File: src/rtl/rwc_pkg.sv
// constants, register map and types of the reset and wake controller
package rwc_pkg;

   localparam int AW = 8;

   // register byte offsets
   localparam logic [AW-1:0] OFF_CMD    = 8'h00;
   localparam logic [AW-1:0] OFF_TOPT   = 8'h04;
   localparam logic [AW-1:0] OFF_BANK   = 8'h08;
   localparam logic [AW-1:0] OFF_STAT   = 8'h0C;
   localparam logic [AW-1:0] OFF_PHI    = 8'h10;
   localparam logic [AW-1:0] OFF_PLO    = 8'h14;
   localparam logic [AW-1:0] OFF_ODR    = 8'h18;
   localparam logic [AW-1:0] OFF_IFLG   = 8'h1C;
   localparam logic [AW-1:0] OFF_WDT    = 8'h20;
   localparam logic [AW-1:0] OFF_IEN    = 8'h24;
   localparam logic [AW-1:0] OFF_WAKE   = 8'h28;
   localparam logic [AW-1:0] OFF_OSC    = 8'h2C;
   localparam logic [AW-1:0] OFF_DATA   = 8'h30;
   localparam logic [AW-1:0] OFF_DIR    = 8'h40;
   localparam logic [AW-1:0] OFF_LAST   = 8'h4C;

   // reset values and vector address
   localparam logic [7:0] RST_ZERO  = 8'h00;
   localparam logic [7:0] RST_ONES  = 8'hFF;
   localparam logic [9:0] PC_RESET  = 10'h000;
   localparam logic [9:0] PC_VECTOR = 10'h008;

   // field positions
   localparam int CMD_SLEEP  = 0;
   localparam int CMD_ENI    = 1;
   localparam int CMD_GLOBAL_IRQ_DISABLE_INSTR   = 2;
   localparam int CMD_WDTC   = 3;
   localparam int TOPT_GIE   = 6;
   localparam int FLG_PCHG   = 1;
   localparam int FLG_CMP    = 2;
   localparam int WDT_EN     = 3;
   localparam int WAKE_PCHG  = 4;
   localparam int WAKE_CMP   = 2;
   localparam int STAT_TO    = 4;
   localparam int STAT_PD    = 3;
   localparam int P5_OUT_LO  = 2;
   localparam int P5_OUT_HI  = 3;

   // oscillator mode codes
   localparam logic [1:0] OSC_IRC  = 2'h0;
   localparam logic [1:0] OSC_HIGH_SPEED_CRYSTAL_MODE = 2'h1;
   localparam logic [1:0] OSC_LOW_SPEED_CRYSTAL_MODE = 2'h2;

   // times as printed, and cycle counts at the clock rate
   localparam int CLK_KHZ     = 50000;
   localparam int RST_HOLD_MS = 18;
   localparam int LXT_RST_MS  = 500;
   localparam int WDT_TO_MS   = 18;
   localparam int IRC_WAKE_US = 10;
   localparam int HXT_WAKE_US = 800;
   localparam int LXT_WAKE_S  = 2;
   localparam int RST_HOLD_CYC = RST_HOLD_MS * CLK_KHZ;
   localparam int LXT_RST_CYC  = LXT_RST_MS * CLK_KHZ;
   localparam int WDT_TO_CYC   = WDT_TO_MS * CLK_KHZ;
   localparam int IRC_WAKE_CYC = (IRC_WAKE_US * CLK_KHZ + 999) / 1000;
   localparam int HXT_WAKE_CYC = (HXT_WAKE_US * CLK_KHZ + 999) / 1000;
   localparam int LXT_WAKE_CYC = LXT_WAKE_S * CLK_KHZ * 1000;

   typedef enum logic [1:0] {
      S_RST,
      S_RUN,
      S_SLEEP,
      S_WAKE
   } rwc_state_e;

   // mapped word address check, shared by write and read paths
   function automatic logic rwc_hit(input logic [AW-1:0] a);
      return (a[1:0] == 2'h0) && (a <= OFF_LAST);
   endfunction

endpackage

File: src/rtl/rwc_top.sv
// reset, sleep and wake-up sequencer with port registers
// Notes on behaviour
// - reset from power-on, pin, watchdog timeout
// - hold reset 18ms, 500ms in slow crystal; only pin and watchdog resets are held, power-on reset is not
// - reset restarts at address zero, oscillator runs
// - reset makes every port pin input
// - reset clears watchdog and prescaler
// - bank switch cleared only at power-on
// - pin and watchdog resets clear timer options except bit six; power-on clears all
// - reset sets pull and open-drain bits
// - reset clears flags, watchdog and enables
// - sleep stops oscillator, ticks; clears watchdog
// - four wake sources, all but the reset pin gated by enable
// - pin or watchdog wake resets, sets status
// - change wake continues, vectors if enabled
// - change wake waits oscillator settle time
// - enabled watchdog masks all wake enables
// - ports tri-state, port5 pins 2,3 output-only
// - port data and direction read-write
// - awake pin change vectors or continues
//
// The AXI4-Lite slave port and the address map are this design's own decisions.
`timescale 1ns/1ps
module rwc_top
   import rwc_pkg::*;
#(
   parameter int RST_CYC   = RST_HOLD_CYC,
   parameter int LRST_CYC  = LXT_RST_CYC,
   parameter int WDT_CYC   = WDT_TO_CYC,
   parameter int HWAKE_CYC = HXT_WAKE_CYC,
   parameter int LWAKE_CYC = LXT_WAKE_CYC
) (
   input  wire logic          aclk,
   input  wire logic          aresetn,
   // register bus
   input  wire logic [AW-1:0] awaddr,
   input  wire logic          awvalid,
   output logic               awready,
   input  wire logic [31:0]   wdata,
   input  wire logic [3:0]    wstrb,
   input  wire logic          wvalid,
   output logic               wready,
   output logic [1:0]         bresp,
   output logic               bvalid,
   input  wire logic          bready,
   input  wire logic [AW-1:0] araddr,
   input  wire logic          arvalid,
   output logic               arready,
   output logic [31:0]        rdata,
   output logic [1:0]         rresp,
   output logic               rvalid,
   input  wire logic          rready,
   // pins and core side
   input  wire logic          ext_reset_n,
   input  wire logic          comparator_out,
   input  wire logic [31:0]   port_in,
   output logic [31:0]        port_out,
   output logic [31:0]        port_oe_n,
   output logic [7:0]         pad_pullhigh,
   output logic [7:0]         pad_pulldown,
   output logic [7:0]         pad_opendrain,
   output logic               cpu_hold,
   output logic               osc_run,
   output logic               tick_run,
   output logic               pc_load,
   output logic [9:0]         program_counter
);

   ////////////////////////////////////////////////////////////
   // state and registers

   rwc_state_e state;
   rwc_state_e next_state;

   logic [7:0]  timer_option_reg;
   logic [7:0]  memory_bank_switch_reg;
   logic [7:0]  pullhigh_ctrl_reg;
   logic [7:0]  pulldown_ctrl_reg;
   logic [7:0]  opendrain_ctrl_reg;
   logic [7:0]  irq_flag_reg;
   logic [7:0]  watchdog_ctrl_reg;
   logic [7:0]  irq_enable_reg;
   logic [7:0]  wake_ctrl_reg;
   logic [1:0]  osc_mode;
   logic [7:0]  port_data [4];
   logic [7:0]  port_dir  [4];
   logic        to_flag;
   logic        pd_flag;
   logic [31:0] wdt_cnt;
   logic        cmp_q;

   ////////////////////////////////////////////////////////////
   // decode

   wire         wr_go   = awvalid && wvalid && !awready && !bvalid;
   wire         rd_go   = arvalid && !arready && !rvalid;
   wire         wr_hit  = rwc_hit(awaddr);
   wire         rd_hit  = rwc_hit(araddr);
   wire         wr_en   = wr_go && wr_hit && wstrb[0];
   wire [7:0]   wbyte   = wdata[7:0];
   wire [1:0]   wr_idx  = awaddr[3:2];
   wire [1:0]   rd_idx  = araddr[3:2];
   wire         wr_data = wr_en && (awaddr[7:4] == OFF_DATA[7:4]);
   wire         wr_dir  = wr_en && (awaddr[7:4] == OFF_DIR[7:4]);
   wire         wr_cmd  = wr_en && (awaddr == OFF_CMD);

   wire         sleep_instruction        = wr_cmd && wbyte[CMD_SLEEP];
   wire         global_irq_enable_instr  = wr_cmd && wbyte[CMD_ENI];
   wire         global_irq_disable_instr = wr_cmd && wbyte[CMD_GLOBAL_IRQ_DISABLE_INSTR];
   wire         wdt_clear_instr          = wr_cmd && wbyte[CMD_WDTC];

   wire         gie                  = timer_option_reg[TOPT_GIE];
   wire         wdt_on               = watchdog_ctrl_reg[WDT_EN];
   wire         pin_change_wake_en   = wake_ctrl_reg[WAKE_PCHG];
   wire         comparator_wake_en   = wake_ctrl_reg[WAKE_CMP];
   wire         pin_change_irq_en    = irq_enable_reg[FLG_PCHG];
   wire         comparator_irq_en    = irq_enable_reg[FLG_CMP];

   // reading port6 refreshes the change snapshot
   wire         port6_read = rd_go && (araddr == OFF_DATA + 8'h04);
   wire         pchg;
   wire         cmp_chg = (comparator_out != cmp_q) && (state != S_RST);
   wire         in_rst  = (state == S_RST);

   ////////////////////////////////////////////////////////////
   // watchdog and reset sources

   wire [31:0]  wdt_lim = 32'(WDT_CYC) << watchdog_ctrl_reg[2:0];
   wire         wdt_to  = wdt_on && !in_rst && (wdt_cnt >= wdt_lim - 32'h1);
   wire         rst_evt = !ext_reset_n || wdt_to;

   // change wake only while the watchdog is off
   wire         wake_go = (state == S_SLEEP) && !wdt_on &&
                          ((pchg && pin_change_wake_en) ||
                           (cmp_chg && comparator_wake_en));

   wire         run_irq = (state == S_RUN) && gie &&
                          ((pchg && pin_change_irq_en) ||
                           (cmp_chg && comparator_irq_en));

   wire         tmr_done;
   wire         tmr_load = rst_evt || wake_go;
   wire [31:0]  rst_len  = (osc_mode == OSC_LOW_SPEED_CRYSTAL_MODE) ? 32'(LRST_CYC) : 32'(RST_CYC);
   wire [31:0]  wake_len = (osc_mode == OSC_LOW_SPEED_CRYSTAL_MODE) ? 32'(LWAKE_CYC) :
                           (osc_mode == OSC_HIGH_SPEED_CRYSTAL_MODE) ? 32'(HWAKE_CYC) :
                           32'(IRC_WAKE_CYC);
   wire [31:0]  tmr_val  = rst_evt ? rst_len : wake_len;

   rwc_timer #(
      .W (32)
   ) u_timer (
      .aclk     (aclk),
      .aresetn  (aresetn),
      .load     (tmr_load),
      .load_val (tmr_val),
      .done     (tmr_done)
   );

   rwc_chg_det #(
      .W (8)
   ) u_chg (
      .aclk    (aclk),
      .aresetn (aresetn),
      .snap    (port6_read),
      .pins    (port_in[15:8]),
      .chg     (pchg)
   );

   ////////////////////////////////////////////////////////////
   // sequencer

   always_comb begin
      next_state = state;
      if (rst_evt) begin
         next_state = S_RST;
      end else begin
         unique case (state)
            S_RST: begin
               if (tmr_done) begin
                  next_state = S_RUN;
               end
            end
            S_RUN: begin
               if (sleep_instruction) begin
                  next_state = S_SLEEP;
               end
            end
            S_SLEEP: begin
               if (wake_go) begin
                  next_state = S_WAKE;
               end
            end
            S_WAKE: begin
               if (tmr_done) begin
                  next_state = S_RUN;
               end
            end
         endcase
      end
   end

   wire rst_leave  = in_rst && !rst_evt && tmr_done;
   wire wake_leave = (state == S_WAKE) && !rst_evt && tmr_done;

   always_ff @(posedge aclk) begin
      if (!aresetn) begin
         state <= S_RST;
      end else begin
         state <= next_state;
      end
   end

   // core handshake: restart address and hold
   always_ff @(posedge aclk) begin
      if (!aresetn) begin
         pc_load         <= 1'b0;
         program_counter <= PC_RESET;
         cpu_hold        <= 1'b1;
         osc_run         <= 1'b1;
         tick_run        <= 1'b0;
      end else begin
         pc_load  <= rst_leave || (wake_leave && gie) || run_irq;
         if (rst_leave) begin
            program_counter <= PC_RESET;
         end else if ((wake_leave && gie) || run_irq) begin
            program_counter <= PC_VECTOR;
         end
         cpu_hold <= (next_state != S_RUN);
         osc_run  <= (next_state != S_SLEEP);
         tick_run <= (next_state == S_RUN);
      end
   end

   // watchdog runs in sleep, cleared by reset, sleep and clear command
   always_ff @(posedge aclk) begin
      if (!aresetn) begin
         wdt_cnt <= 32'h0;
         cmp_q   <= 1'b0;
      end else begin
         cmp_q <= comparator_out;
         if (rst_evt || in_rst || sleep_instruction || wdt_clear_instr || !wdt_on) begin
            wdt_cnt <= 32'h0;
         end else begin
            wdt_cnt <= wdt_cnt + 32'h1;
         end
      end
   end

   // status: which source caused the last reset
   always_ff @(posedge aclk) begin
      if (!aresetn) begin
         to_flag <= 1'b0;
         pd_flag <= 1'b0;
      end else if (rst_evt && !in_rst) begin
         to_flag <= wdt_to;
         pd_flag <= (state == S_SLEEP) || (state == S_WAKE);
      end
   end

   ////////////////////////////////////////////////////////////
   // software registers

   always_ff @(posedge aclk) begin
      if (!aresetn) begin
         memory_bank_switch_reg <= RST_ZERO;
         osc_mode               <= OSC_IRC;
         timer_option_reg       <= RST_ZERO;
      end else begin
         if (wr_en && awaddr == OFF_BANK) begin
            memory_bank_switch_reg <= wbyte;
         end
         if (wr_en && awaddr == OFF_OSC) begin
            osc_mode <= wbyte[1:0];
         end
         if (rst_evt || in_rst) begin
            timer_option_reg <= RST_ZERO | (timer_option_reg & (8'h01 << TOPT_GIE));
         end else if (global_irq_enable_instr) begin
            timer_option_reg[TOPT_GIE] <= 1'b1;
         end else if (global_irq_disable_instr) begin
            timer_option_reg[TOPT_GIE] <= 1'b0;
         end else if (wr_en && awaddr == OFF_TOPT) begin
            timer_option_reg <= wbyte;
         end
      end
   end

   always_ff @(posedge aclk) begin
      if (!aresetn || rst_evt || in_rst) begin
         pullhigh_ctrl_reg  <= RST_ONES;
         pulldown_ctrl_reg  <= RST_ONES;
         opendrain_ctrl_reg <= RST_ONES;
         watchdog_ctrl_reg  <= RST_ZERO;
         irq_enable_reg     <= RST_ZERO;
         wake_ctrl_reg      <= RST_ZERO;
      end else if (wr_en) begin
         unique case (awaddr)
            OFF_PHI:  pullhigh_ctrl_reg  <= wbyte;
            OFF_PLO:  pulldown_ctrl_reg  <= wbyte;
            OFF_ODR:  opendrain_ctrl_reg <= wbyte;
            OFF_WDT:  watchdog_ctrl_reg  <= wbyte;
            OFF_IEN:  irq_enable_reg     <= wbyte;
            OFF_WAKE: wake_ctrl_reg      <= wbyte;
            default:  ;
         endcase
      end
   end

   // flags: write one to clear, a new event wins over the clear
   wire [7:0] flag_clr = (wr_en && awaddr == OFF_IFLG) ? wbyte : 8'h00;
   wire [7:0] flag_set = (8'(pchg && !in_rst) << FLG_PCHG) |
                         (8'(cmp_chg) << FLG_CMP);

   always_ff @(posedge aclk) begin
      if (!aresetn || rst_evt || in_rst) begin
         irq_flag_reg <= RST_ZERO;
      end else begin
         irq_flag_reg <= (irq_flag_reg & ~flag_clr) | flag_set;
      end
   end

   always_ff @(posedge aclk) begin
      if (!aresetn || rst_evt || in_rst) begin
         for (int i = 0; i < 4; i++) begin
            port_data[i] <= RST_ZERO;
            port_dir[i]  <= RST_ONES;
         end
      end else begin
         if (wr_data) begin
            port_data[wr_idx] <= wbyte;
         end
         if (wr_dir) begin
            port_dir[wr_idx] <= wbyte;
         end
      end
   end

   ////////////////////////////////////////////////////////////
   // pads

   always_ff @(posedge aclk) begin
      if (!aresetn) begin
         port_out      <= 32'h0;
         port_oe_n     <= 32'hFFFFFFFF;
         pad_pullhigh  <= RST_ONES;
         pad_pulldown  <= RST_ONES;
         pad_opendrain <= RST_ONES;
      end else begin
         for (int i = 0; i < 4; i++) begin
            port_out[i*8 +: 8]  <= port_data[i];
            port_oe_n[i*8 +: 8] <= (next_state == S_RST) ? RST_ONES : port_dir[i];
         end
         if (next_state != S_RST) begin
            port_oe_n[P5_OUT_LO] <= 1'b0;
            port_oe_n[P5_OUT_HI] <= 1'b0;
         end
         pad_pullhigh  <= pullhigh_ctrl_reg;
         pad_pulldown  <= pulldown_ctrl_reg;
         pad_opendrain <= opendrain_ctrl_reg;
      end
   end

   ////////////////////////////////////////////////////////////
   // register bus slave

   logic [7:0] rd_byte;

   always_comb begin
      rd_byte = 8'h00;
      if (araddr[7:4] == OFF_DATA[7:4]) begin
         rd_byte = port_in[rd_idx*8 +: 8];
      end else if (araddr[7:4] == OFF_DIR[7:4]) begin
         rd_byte = port_dir[rd_idx];
      end else begin
         unique case (araddr)
            OFF_TOPT: rd_byte = timer_option_reg;
            OFF_BANK: rd_byte = memory_bank_switch_reg;
            OFF_STAT: rd_byte = (8'(to_flag) << STAT_TO) | (8'(pd_flag) << STAT_PD) |
                                8'(state);
            OFF_PHI:  rd_byte = pullhigh_ctrl_reg;
            OFF_PLO:  rd_byte = pulldown_ctrl_reg;
            OFF_ODR:  rd_byte = opendrain_ctrl_reg;
            OFF_IFLG: rd_byte = irq_flag_reg;
            OFF_WDT:  rd_byte = watchdog_ctrl_reg;
            OFF_IEN:  rd_byte = irq_enable_reg;
            OFF_WAKE: rd_byte = wake_ctrl_reg;
            OFF_OSC:  rd_byte = {6'h00, osc_mode};
            default:  rd_byte = 8'h00;
         endcase
      end
   end

   always_ff @(posedge aclk) begin
      if (!aresetn) begin
         awready <= 1'b0;
         wready  <= 1'b0;
         bvalid  <= 1'b0;
         bresp   <= 2'h0;
         arready <= 1'b0;
         rvalid  <= 1'b0;
         rresp   <= 2'h0;
         rdata   <= 32'h0;
      end else begin
         awready <= wr_go;
         wready  <= wr_go;
         arready <= rd_go;
         if (wr_go) begin
            bvalid <= 1'b1;
            bresp  <= wr_hit ? 2'h0 : 2'h2;
         end else if (bready) begin
            bvalid <= 1'b0;
         end
         if (rd_go) begin
            rvalid <= 1'b1;
            rresp  <= rd_hit ? 2'h0 : 2'h2;
            rdata  <= {24'h0, rd_hit ? rd_byte : 8'h00};
         end else if (rready) begin
            rvalid <= 1'b0;
         end
      end
   end

endmodule

File: src/rtl/rwc_timer.sv
// loadable down-counter for reset hold and wake-up delay
`timescale 1ns/1ps
module rwc_timer #(
   parameter int W = 32
) (
   input  wire logic         aclk,
   input  wire logic         aresetn,
   input  wire logic         load,
   input  wire logic [W-1:0] load_val,
   output logic              done
);
   logic [W-1:0] cnt;

   always_ff @(posedge aclk) begin
      if (!aresetn) begin
         cnt <= '0;
      end else if (load) begin
         cnt <= load_val;
      end else if (cnt != '0) begin
         cnt <= cnt - 1'b1;
      end
   end

   assign done = !load && (cnt == '0);
endmodule

File: src/rtl/rwc_chg_det.sv
// input change detector against a snapshot taken at port read
`timescale 1ns/1ps
module rwc_chg_det #(
   parameter int W = 8
) (
   input  wire logic         aclk,
   input  wire logic         aresetn,
   input  wire logic         snap,
   input  wire logic [W-1:0] pins,
   output logic              chg
);
   logic [W-1:0] held;
   logic         diff_q;
   wire          diff = (pins != held);

   always_ff @(posedge aclk) begin
      if (!aresetn) begin
         held   <= '0;
         diff_q <= 1'b0;
      end else begin
         if (snap) begin
            held <= pins;
         end
         diff_q <= diff && !snap;
      end
   end

   // one pulse when a mismatch first appears
   assign chg = diff && !snap && !diff_q;
endmodule

File: config.mk
export PLATFORM = sky130hd
export DESIGN_NAME = rwc_top
export DESIGN_NICKNAME = d
export VERILOG_FILES = /design/src/rtl/rwc_pkg.sv /design/src/rtl/rwc_top.sv /design/src/rtl/rwc_timer.sv /design/src/rtl/rwc_chg_det.sv
export SDC_FILE = /design/constraint.sdc
export NUM_CORES = 1
export LEC_CHECK = 0
export BUFFER_PORTS_ARGS = -buffer_cell sky130_fd_sc_hd__buf_4
export CORE_ASPECT_RATIO = 0.5
export CORE_MARGIN = 5
export CORE_UTILIZATION = 27
export CTS_CLUSTER_SIZE = 8
export DETAILED_ROUTE_END_ITERATION = 8
export PLACE_DENSITY = 0.55
export SKIP_CTS_REPAIR_TIMING = 1
export SLEW_MARGIN = 15
export SYNTH_ARGS = -nofsm -noshare
export SYNTH_HDL_FRONTEND = slang
export SYNTH_SLANG_ARGS = --single-unit
File: constraint.sdc
create_clock -name aclk -period 4.84 [get_ports aclk]
set_input_delay 0.968 -clock aclk [delete_from_list [all_inputs] [get_ports aclk]]
set_output_delay 0.968 -clock aclk [all_outputs]
set_load 0.01 [all_outputs]
# After elaboration in Yosys (flattened, before gate mapping)

Memory sizes are Yosys's and may differ from the RTL's. A register that Yosys moved wholly into a read port is not among the register bits.
Cells that the tools add are included.

Eq/ne operators: 36
Shift operators: 2
Add/subtract/negate cells: 3
Bitwise logic cells: 10
Muxes and demuxes: 41
Reductions and logical operators: 100
Magnitude comparators: 3

Operators by type and width:

| cell                                                 | number |
|---|---|
| one-hot mux 8 bit (11 select lines)                  | 1 |
| equality test 8 x 6 -> 1 bit (second input constant) | 9 |
| equality test 8 x 5 -> 1 bit (second input constant) | 8 |
| two-way mux 32 bit                                   | 2 |
| subtractor 32 x 1 -> 32 bit (second input constant)  | 2 |
| two-way mux 27 bit                                   | 2 |
| two-way mux 8 bit                                    | 6 |
| logical AND 1 bit                                    | 42 |
| adder 32 x 1 -> 32 bit (second input constant)       | 1 |
| greater-or-equal comparator 32 bit                   | 1 |
| zero test 32 bit                                     | 1 |
| nonzero test 32 bit                                  | 1 |
| variable part select 32 x 6 -> 8 bit                 | 1 |
| left shift 20 x 3 -> 32 bit (first input constant)   | 1 |
| two-way mux 25 bit                                   | 1 |
| equality test 8 x 4 -> 1 bit (second input constant) | 3 |
| two-way mux 2 bit                                    | 9 |
| equality test 8 x 3 -> 1 bit (second input constant) | 2 |
| <= comparator 8 x 7 -> 1 bit (second input constant) | 2 |
| zero test 1 bit                                      | 16 |
| two-way mux 1 bit                                    | 16 |
| two-way mux 16 bit                                   | 1 |
| OR reduction 8 bit                                   | 2 |
| logical OR 1 bit                                     | 14 |
| 25 further kinds                                     | 51 |

Input port bits: 93
Bits in registers: 229
Logic and storage cells: 233
Memories kept: 2
Memory bits (writable): 64
Output and inout bits: 143

Memories:

| name      | words | width | rd ports | clocked after memory_dff | wr ports | RTL line      | source |
|---|---|---|---|---|---|---|---|
| port_data | 4     | 8     | 4        | 4                        | 4        | rwc_top.sv:85 | `logic [7:0] port_data [4];` |
| port_dir  | 4     | 8     | 5        | 3                        | 4        | rwc_top.sv:86 | `logic [7:0] port_dir [4];` |

# Longest topological paths before layout

Word-level depth: 19
Mapped depth: 22

# By module

Synthesis repeated with hierarchy kept, for this count alone.

Cells, all modules: 1532
Area, all modules: 15050.7 um^2

By module, submodules not included:

| module      | area an instance (um^2) | sequential area each (um^2) | instances | cells each |
|---|---|---|---|---|
| rwc_top     | 12752.2                 | 6266.0                      | 1         | 1274 |
| rwc_timer   | 1866.8                  | 640.6                       | 1         | 219 |
| rwc_chg_det | 431.7                   | 180.2                       | 1         | 39 |

# Least setup slack after synthesis

OpenSTA, ideal clock, no wires.

Kind: register to register
Start: register watchdog_ctrl_reg[1]
End: register u_timer.cnt[13]
Stages on the path, launching flop included: 23
Path buffers: 3
Arrival time: 4.921 ns
Path slack: -0.219 ns
Cells stage by stage: dfxtp_1 > clkbuf_1 > inv_1 > ha_1 > clkbuf_1 > nand2b_1 > ha_1 > nor2b_1 > o21ai_0 > or3_1 > nor2_1 > inv_1 > o211a_1 > ha_1 > a41oi_1 > o21ai_0 > a221oi_1 > a311oi_1 > nor3_1 > clkbuf_1 > ha_1 > a21boi_0 > a211oi_1

Longest elaborated chain between the ends: 7

RTL lines:

| what                                                            | RTL line                       | source |
|---|---|---|
| from (decl)                                                     | rwc_top.sv:81                  | `logic [7:0] watchdog_ctrl_reg;` |
| from (signal assigned)                                          | rwc_top.sv:300                 | `OFF_WDT: watchdog_ctrl_reg <= wbyte;` |
| left shift 20 x 3 -> 32 bit (*)                                 | rwc_top.sv:128                 | `wire [31:0] wdt_lim = 32'(WDT_CYC) << watchdog_ctrl_reg[2:0];` |
| subtractor 32 x 1 -> 32 bit (*)                                 | rwc_top.sv:129                 | `wire wdt_to = wdt_on && !in_rst && (wdt_cnt >= wdt_lim - 32'h1);` |
| greater-or-equal comparator 32 bit (*)                          | rwc_top.sv:129                 |  |
| logical AND 1 bit (*)                                           | rwc_top.sv:129                 |  |
| logical OR 1 bit (*)                                            | rwc_top.sv:130                 | `wire rst_evt = !ext_reset_n \|\| wdt_to;` |
| two-way mux 27 bit / logical OR 1 bit (equally long branches)   | rwc_top.sv:147, rwc_top.sv:142 |  |
| two-way mux 32 bit / nonzero test 2 bit (equally long branches) | -                              |  |
| to (signal assigned)                                            | rwc_timer.sv:18                | `cnt <= load_val;` |
| to (signal assigned)                                            | rwc_timer.sv:20                | `cnt <= cnt - 1'b1;` |
| to (decl)                                                       | rwc_timer.sv:12                | `logic [W-1:0] cnt;` |

Every way passes the cells marked *; elsewhere a longest branch is shown, timed or not.
A chain may end at the register's enable or synchronous reset.

==> reports/results.ini <==
[run_status]
status = finished clean

[floorplan]
die_h_um = 175
std_cell_rows = 60
ios = 236
coreArea_mm2 = 0.0538
die_width_um = 340
initial_core_util_pct = 27.3
die_area_mm2 = 0.0595

[final_layout]
area_delta_synth_final_pct = 23.3
layout_commonest_cell = dfxtp_1
drive_above_1_share_pct = 18.6
final_cell_mix = 257 x dfxtp_1, 220 x buf_4, 164 x nand2_1
final_nets = 1896
final_cells = 2489
final_area_mm2 = 0.0181

[clocking]
clkTransAtPathRegs_ps = 50
cts_root_buffer = clkbuf_16
cts_made_buffers = 46
htreeDepth = 2
cts.path.max_buffers = 3
tritoncts = yes
cts.sinks = 322
worstSkewPairLatency_ps = 550

[global_routing]
grtUsageTotal_pct = 14.9
grt-ovfl-total = 0
grt_pass1_wl_um = 70400
grt_max_degree = 72
grt_pass1_vias = 11400
antenna_found_initial = 3

[synthesis]
synthesis.area_mm2 = 0.0147
seq_area_frac_synth_pct = 48.2
synth_cell_types = 80
yosys_warnings = 0
synth-seq-cells = 322
synthArstFlopShare_pct = 0
syn_inst = 1576
syn_area_per_cell_um2 = 9.33
synth_flop_cell = dfxtp_1
synth_edf_count = 64

[place]
dp_cells = 2418
dp_hpwl_um = 33500
place_ws_ps = -112
portBuffers = 173
place_area_mm2 = 0.0168
gp_congestion = 0.863

[sta]
fin_worst_skew_ps = 19.0
tns_ps = 0
final_hold_viol_count = 0
report.final.slew_viol_count = 0
min_period_ps = 4460
report.final.setup_viol = 0
finalCritPeriodShare_pct = 92.2
rsz0062_at_grt = no
fmax_mhz = 224
relSlewSlack_pct = 25.4
worst_pin_slew_ps = 1110
fin_ws_ps = 378

[setup_path]
crit_required_ps = 5090
crit_chain = inv_1 -> ha_1 -> buf_4 -> nor2_1 -> o21ai_0 -> nor4_1 -> buf_4 -> a21oi_1 -> ha_1 -> nand4_1 -> nor4_1 -> buf_4 -> o31ai_1 -> a41o_1 -> and2_1 -> buf_4 -> o21ai_0 -> buf_4
r2r_slack_ps = 380
cp-startpoint = watchdog_ctrl_reg[0]
crit_path_max_incr_delay_ps = 410
crit_type = reg2reg
startpoint_type = flip-flop
crit_buf_inv = 6
cp_slowest_cell = nor4_1
crit_fanout = 10
path_delay_family = simple AND/OR/NAND/NOR gates
critPathCaptureType = flip-flop
critPathArrivalTime_ps = 4710
crit_top_cell = buf_4
rr_startpoint = watchdog_ctrl_reg[0]

[power]
seqPwrFrac_pct = 45.9
power.leakage_nw = 6.79
ir_drop_mv = 0.206
pwr-share-clk_pct = 48.6
p_per_area_mw_per_mm2 = 333
power.switching_w = 0.00137
p_sw_share_pct = 22.7
share_comb_of_total_power_pct = 5.5
p_int_w = 0.00467

[route]
drt-initial-drc-count = 962
vias_per_cell = 4.86
routed_wl_um = 46200
route.detailed.drc = 0
wl_met1_um = 21100
ant_nets = 0
wl_met3_um = 2490
via_count = 12100
post_drt_wl_per_cell_um = 18.6
dr_wl_met2_um = 21400
top_layer = met4
drtPass1Iterations = 5

[job]
cap_viol_max_count = 0

[min_path]
hold_path.class = reg2reg
min_from = port_data[0][0]

stage by stage:
| stage | hold slack (ps) | power, W | util, % |
|---|---|---|---|
| 3_3_place_gp | 429 | 0.00315 | 31.3 |
| 5_1_grt | 450 | 0.00625 | 33.7 |
| 4_1_cts | 445 | 0.00610 | 33.7 |
| 2_1_floorplan | 418 | 0.00303 | - |
| 6_report | 442 | 0.00603 | 33.7 |
| 3_5_place_dp | 433 | 0.00315 | 31.3 |
metal layers:
layer  up-vias  global-route usage (%)
met3        67                    2.69
met2       311                    24.1
met1      5849                    20.4
met4         0                    4.73
met5         -                       0
li1       5862                       -
Yosys cell counts (5+ instances only):
master / number / share of area [%]
or4_1: 5 / 0.26
a22oi_1: 22 / 1.1
buf_2: 8 / 0.27
and4_1: 8 / 0.48
nand4_1: 27 / 1.1
a22o_1: 7 / 0.42
ha_1: 50 / 4.3
or2_2: 12 / 0.51
a311oi_1: 8 / 0.48
and2_1: 48 / 2.0
a21o_1: 6 / 0.31
mux2i_1: 9 / 0.61
edfxtp_1: 64 / 13
mux4_2: 16 / 2.4
nand3_1: 102 / 3.5
xor2_1: 32 / 1.9
o21ai_0: 61 / 2.1
a21oi_1: 103 / 3.5
inv_1: 25 / 0.64
a221oi_1: 6 / 0.36
or3_1: 34 / 1.4
nand2b_1: 32 / 1.4
nor4_1: 8 / 0.34
nor2b_1: 9 / 0.38
and3_1: 37 / 1.6
o31ai_1: 5 / 0.26
a31oi_1: 7 / 0.30
nand2_1: 164 / 4.2
nor3_1: 27 / 0.92
buf_4: 37 / 1.9
clkbuf_1: 79 / 2.0
dfxtp_1: 258 / 35
a211oi_1: 13 / 0.66
xnor2_1: 37 / 2.2
nor2_1: 141 / 3.6
cells by family (layout without fill, tap and decap cells):
family | count (synthesis) | in the layout | synth area share (%)
simple gates | 682 | 682 | 23.8
flops | 322 | 322 | 48.2
compound gates | 274 | 274 | 11.6
buf+inv | 153 | 316 | 4.92
xor+xnor | 69 | 69 | 4.11
fa+ha+maj | 50 | 50 | 4.25
mux | 25 | 25 | 3.06
other cells | 1 | 38 | 0.0255
final cells by class:
cell class | count | area (um^2)
clock inverter | 2 | 37.5
multi-input combinational | 1135 | 7080
fill | 5480 | 35700
tap | 713 | 892
timing repair buffer | 221 | 1670
inverter | 27 | 101
sequential | 322 | 7090
antenna | 3 | 7.51
clock buffer | 66 | 1270
power by group through the flow:
stage	Clock, W	Combinational [W]	Sequential [W]
final	0.00294	0.000329	0.00277
after floorplan	0	0.000206	0.00282
after global routing	0.00313	0.000353	0.00277
after CTS	0.00300	0.000327	0.00277
after detailed placement	0	0.000326	0.00282
after global placement	0	0.000324	0.00282
worst paths after layout:
check | end | depth (start not counted)
max | port_dir[0][5] | 18
min | port_out[0] | 1
max reg2reg | port_dir[0][5] | 18
min reg2reg | port_out[0] | 1
(Power assumes the default switching activity.)
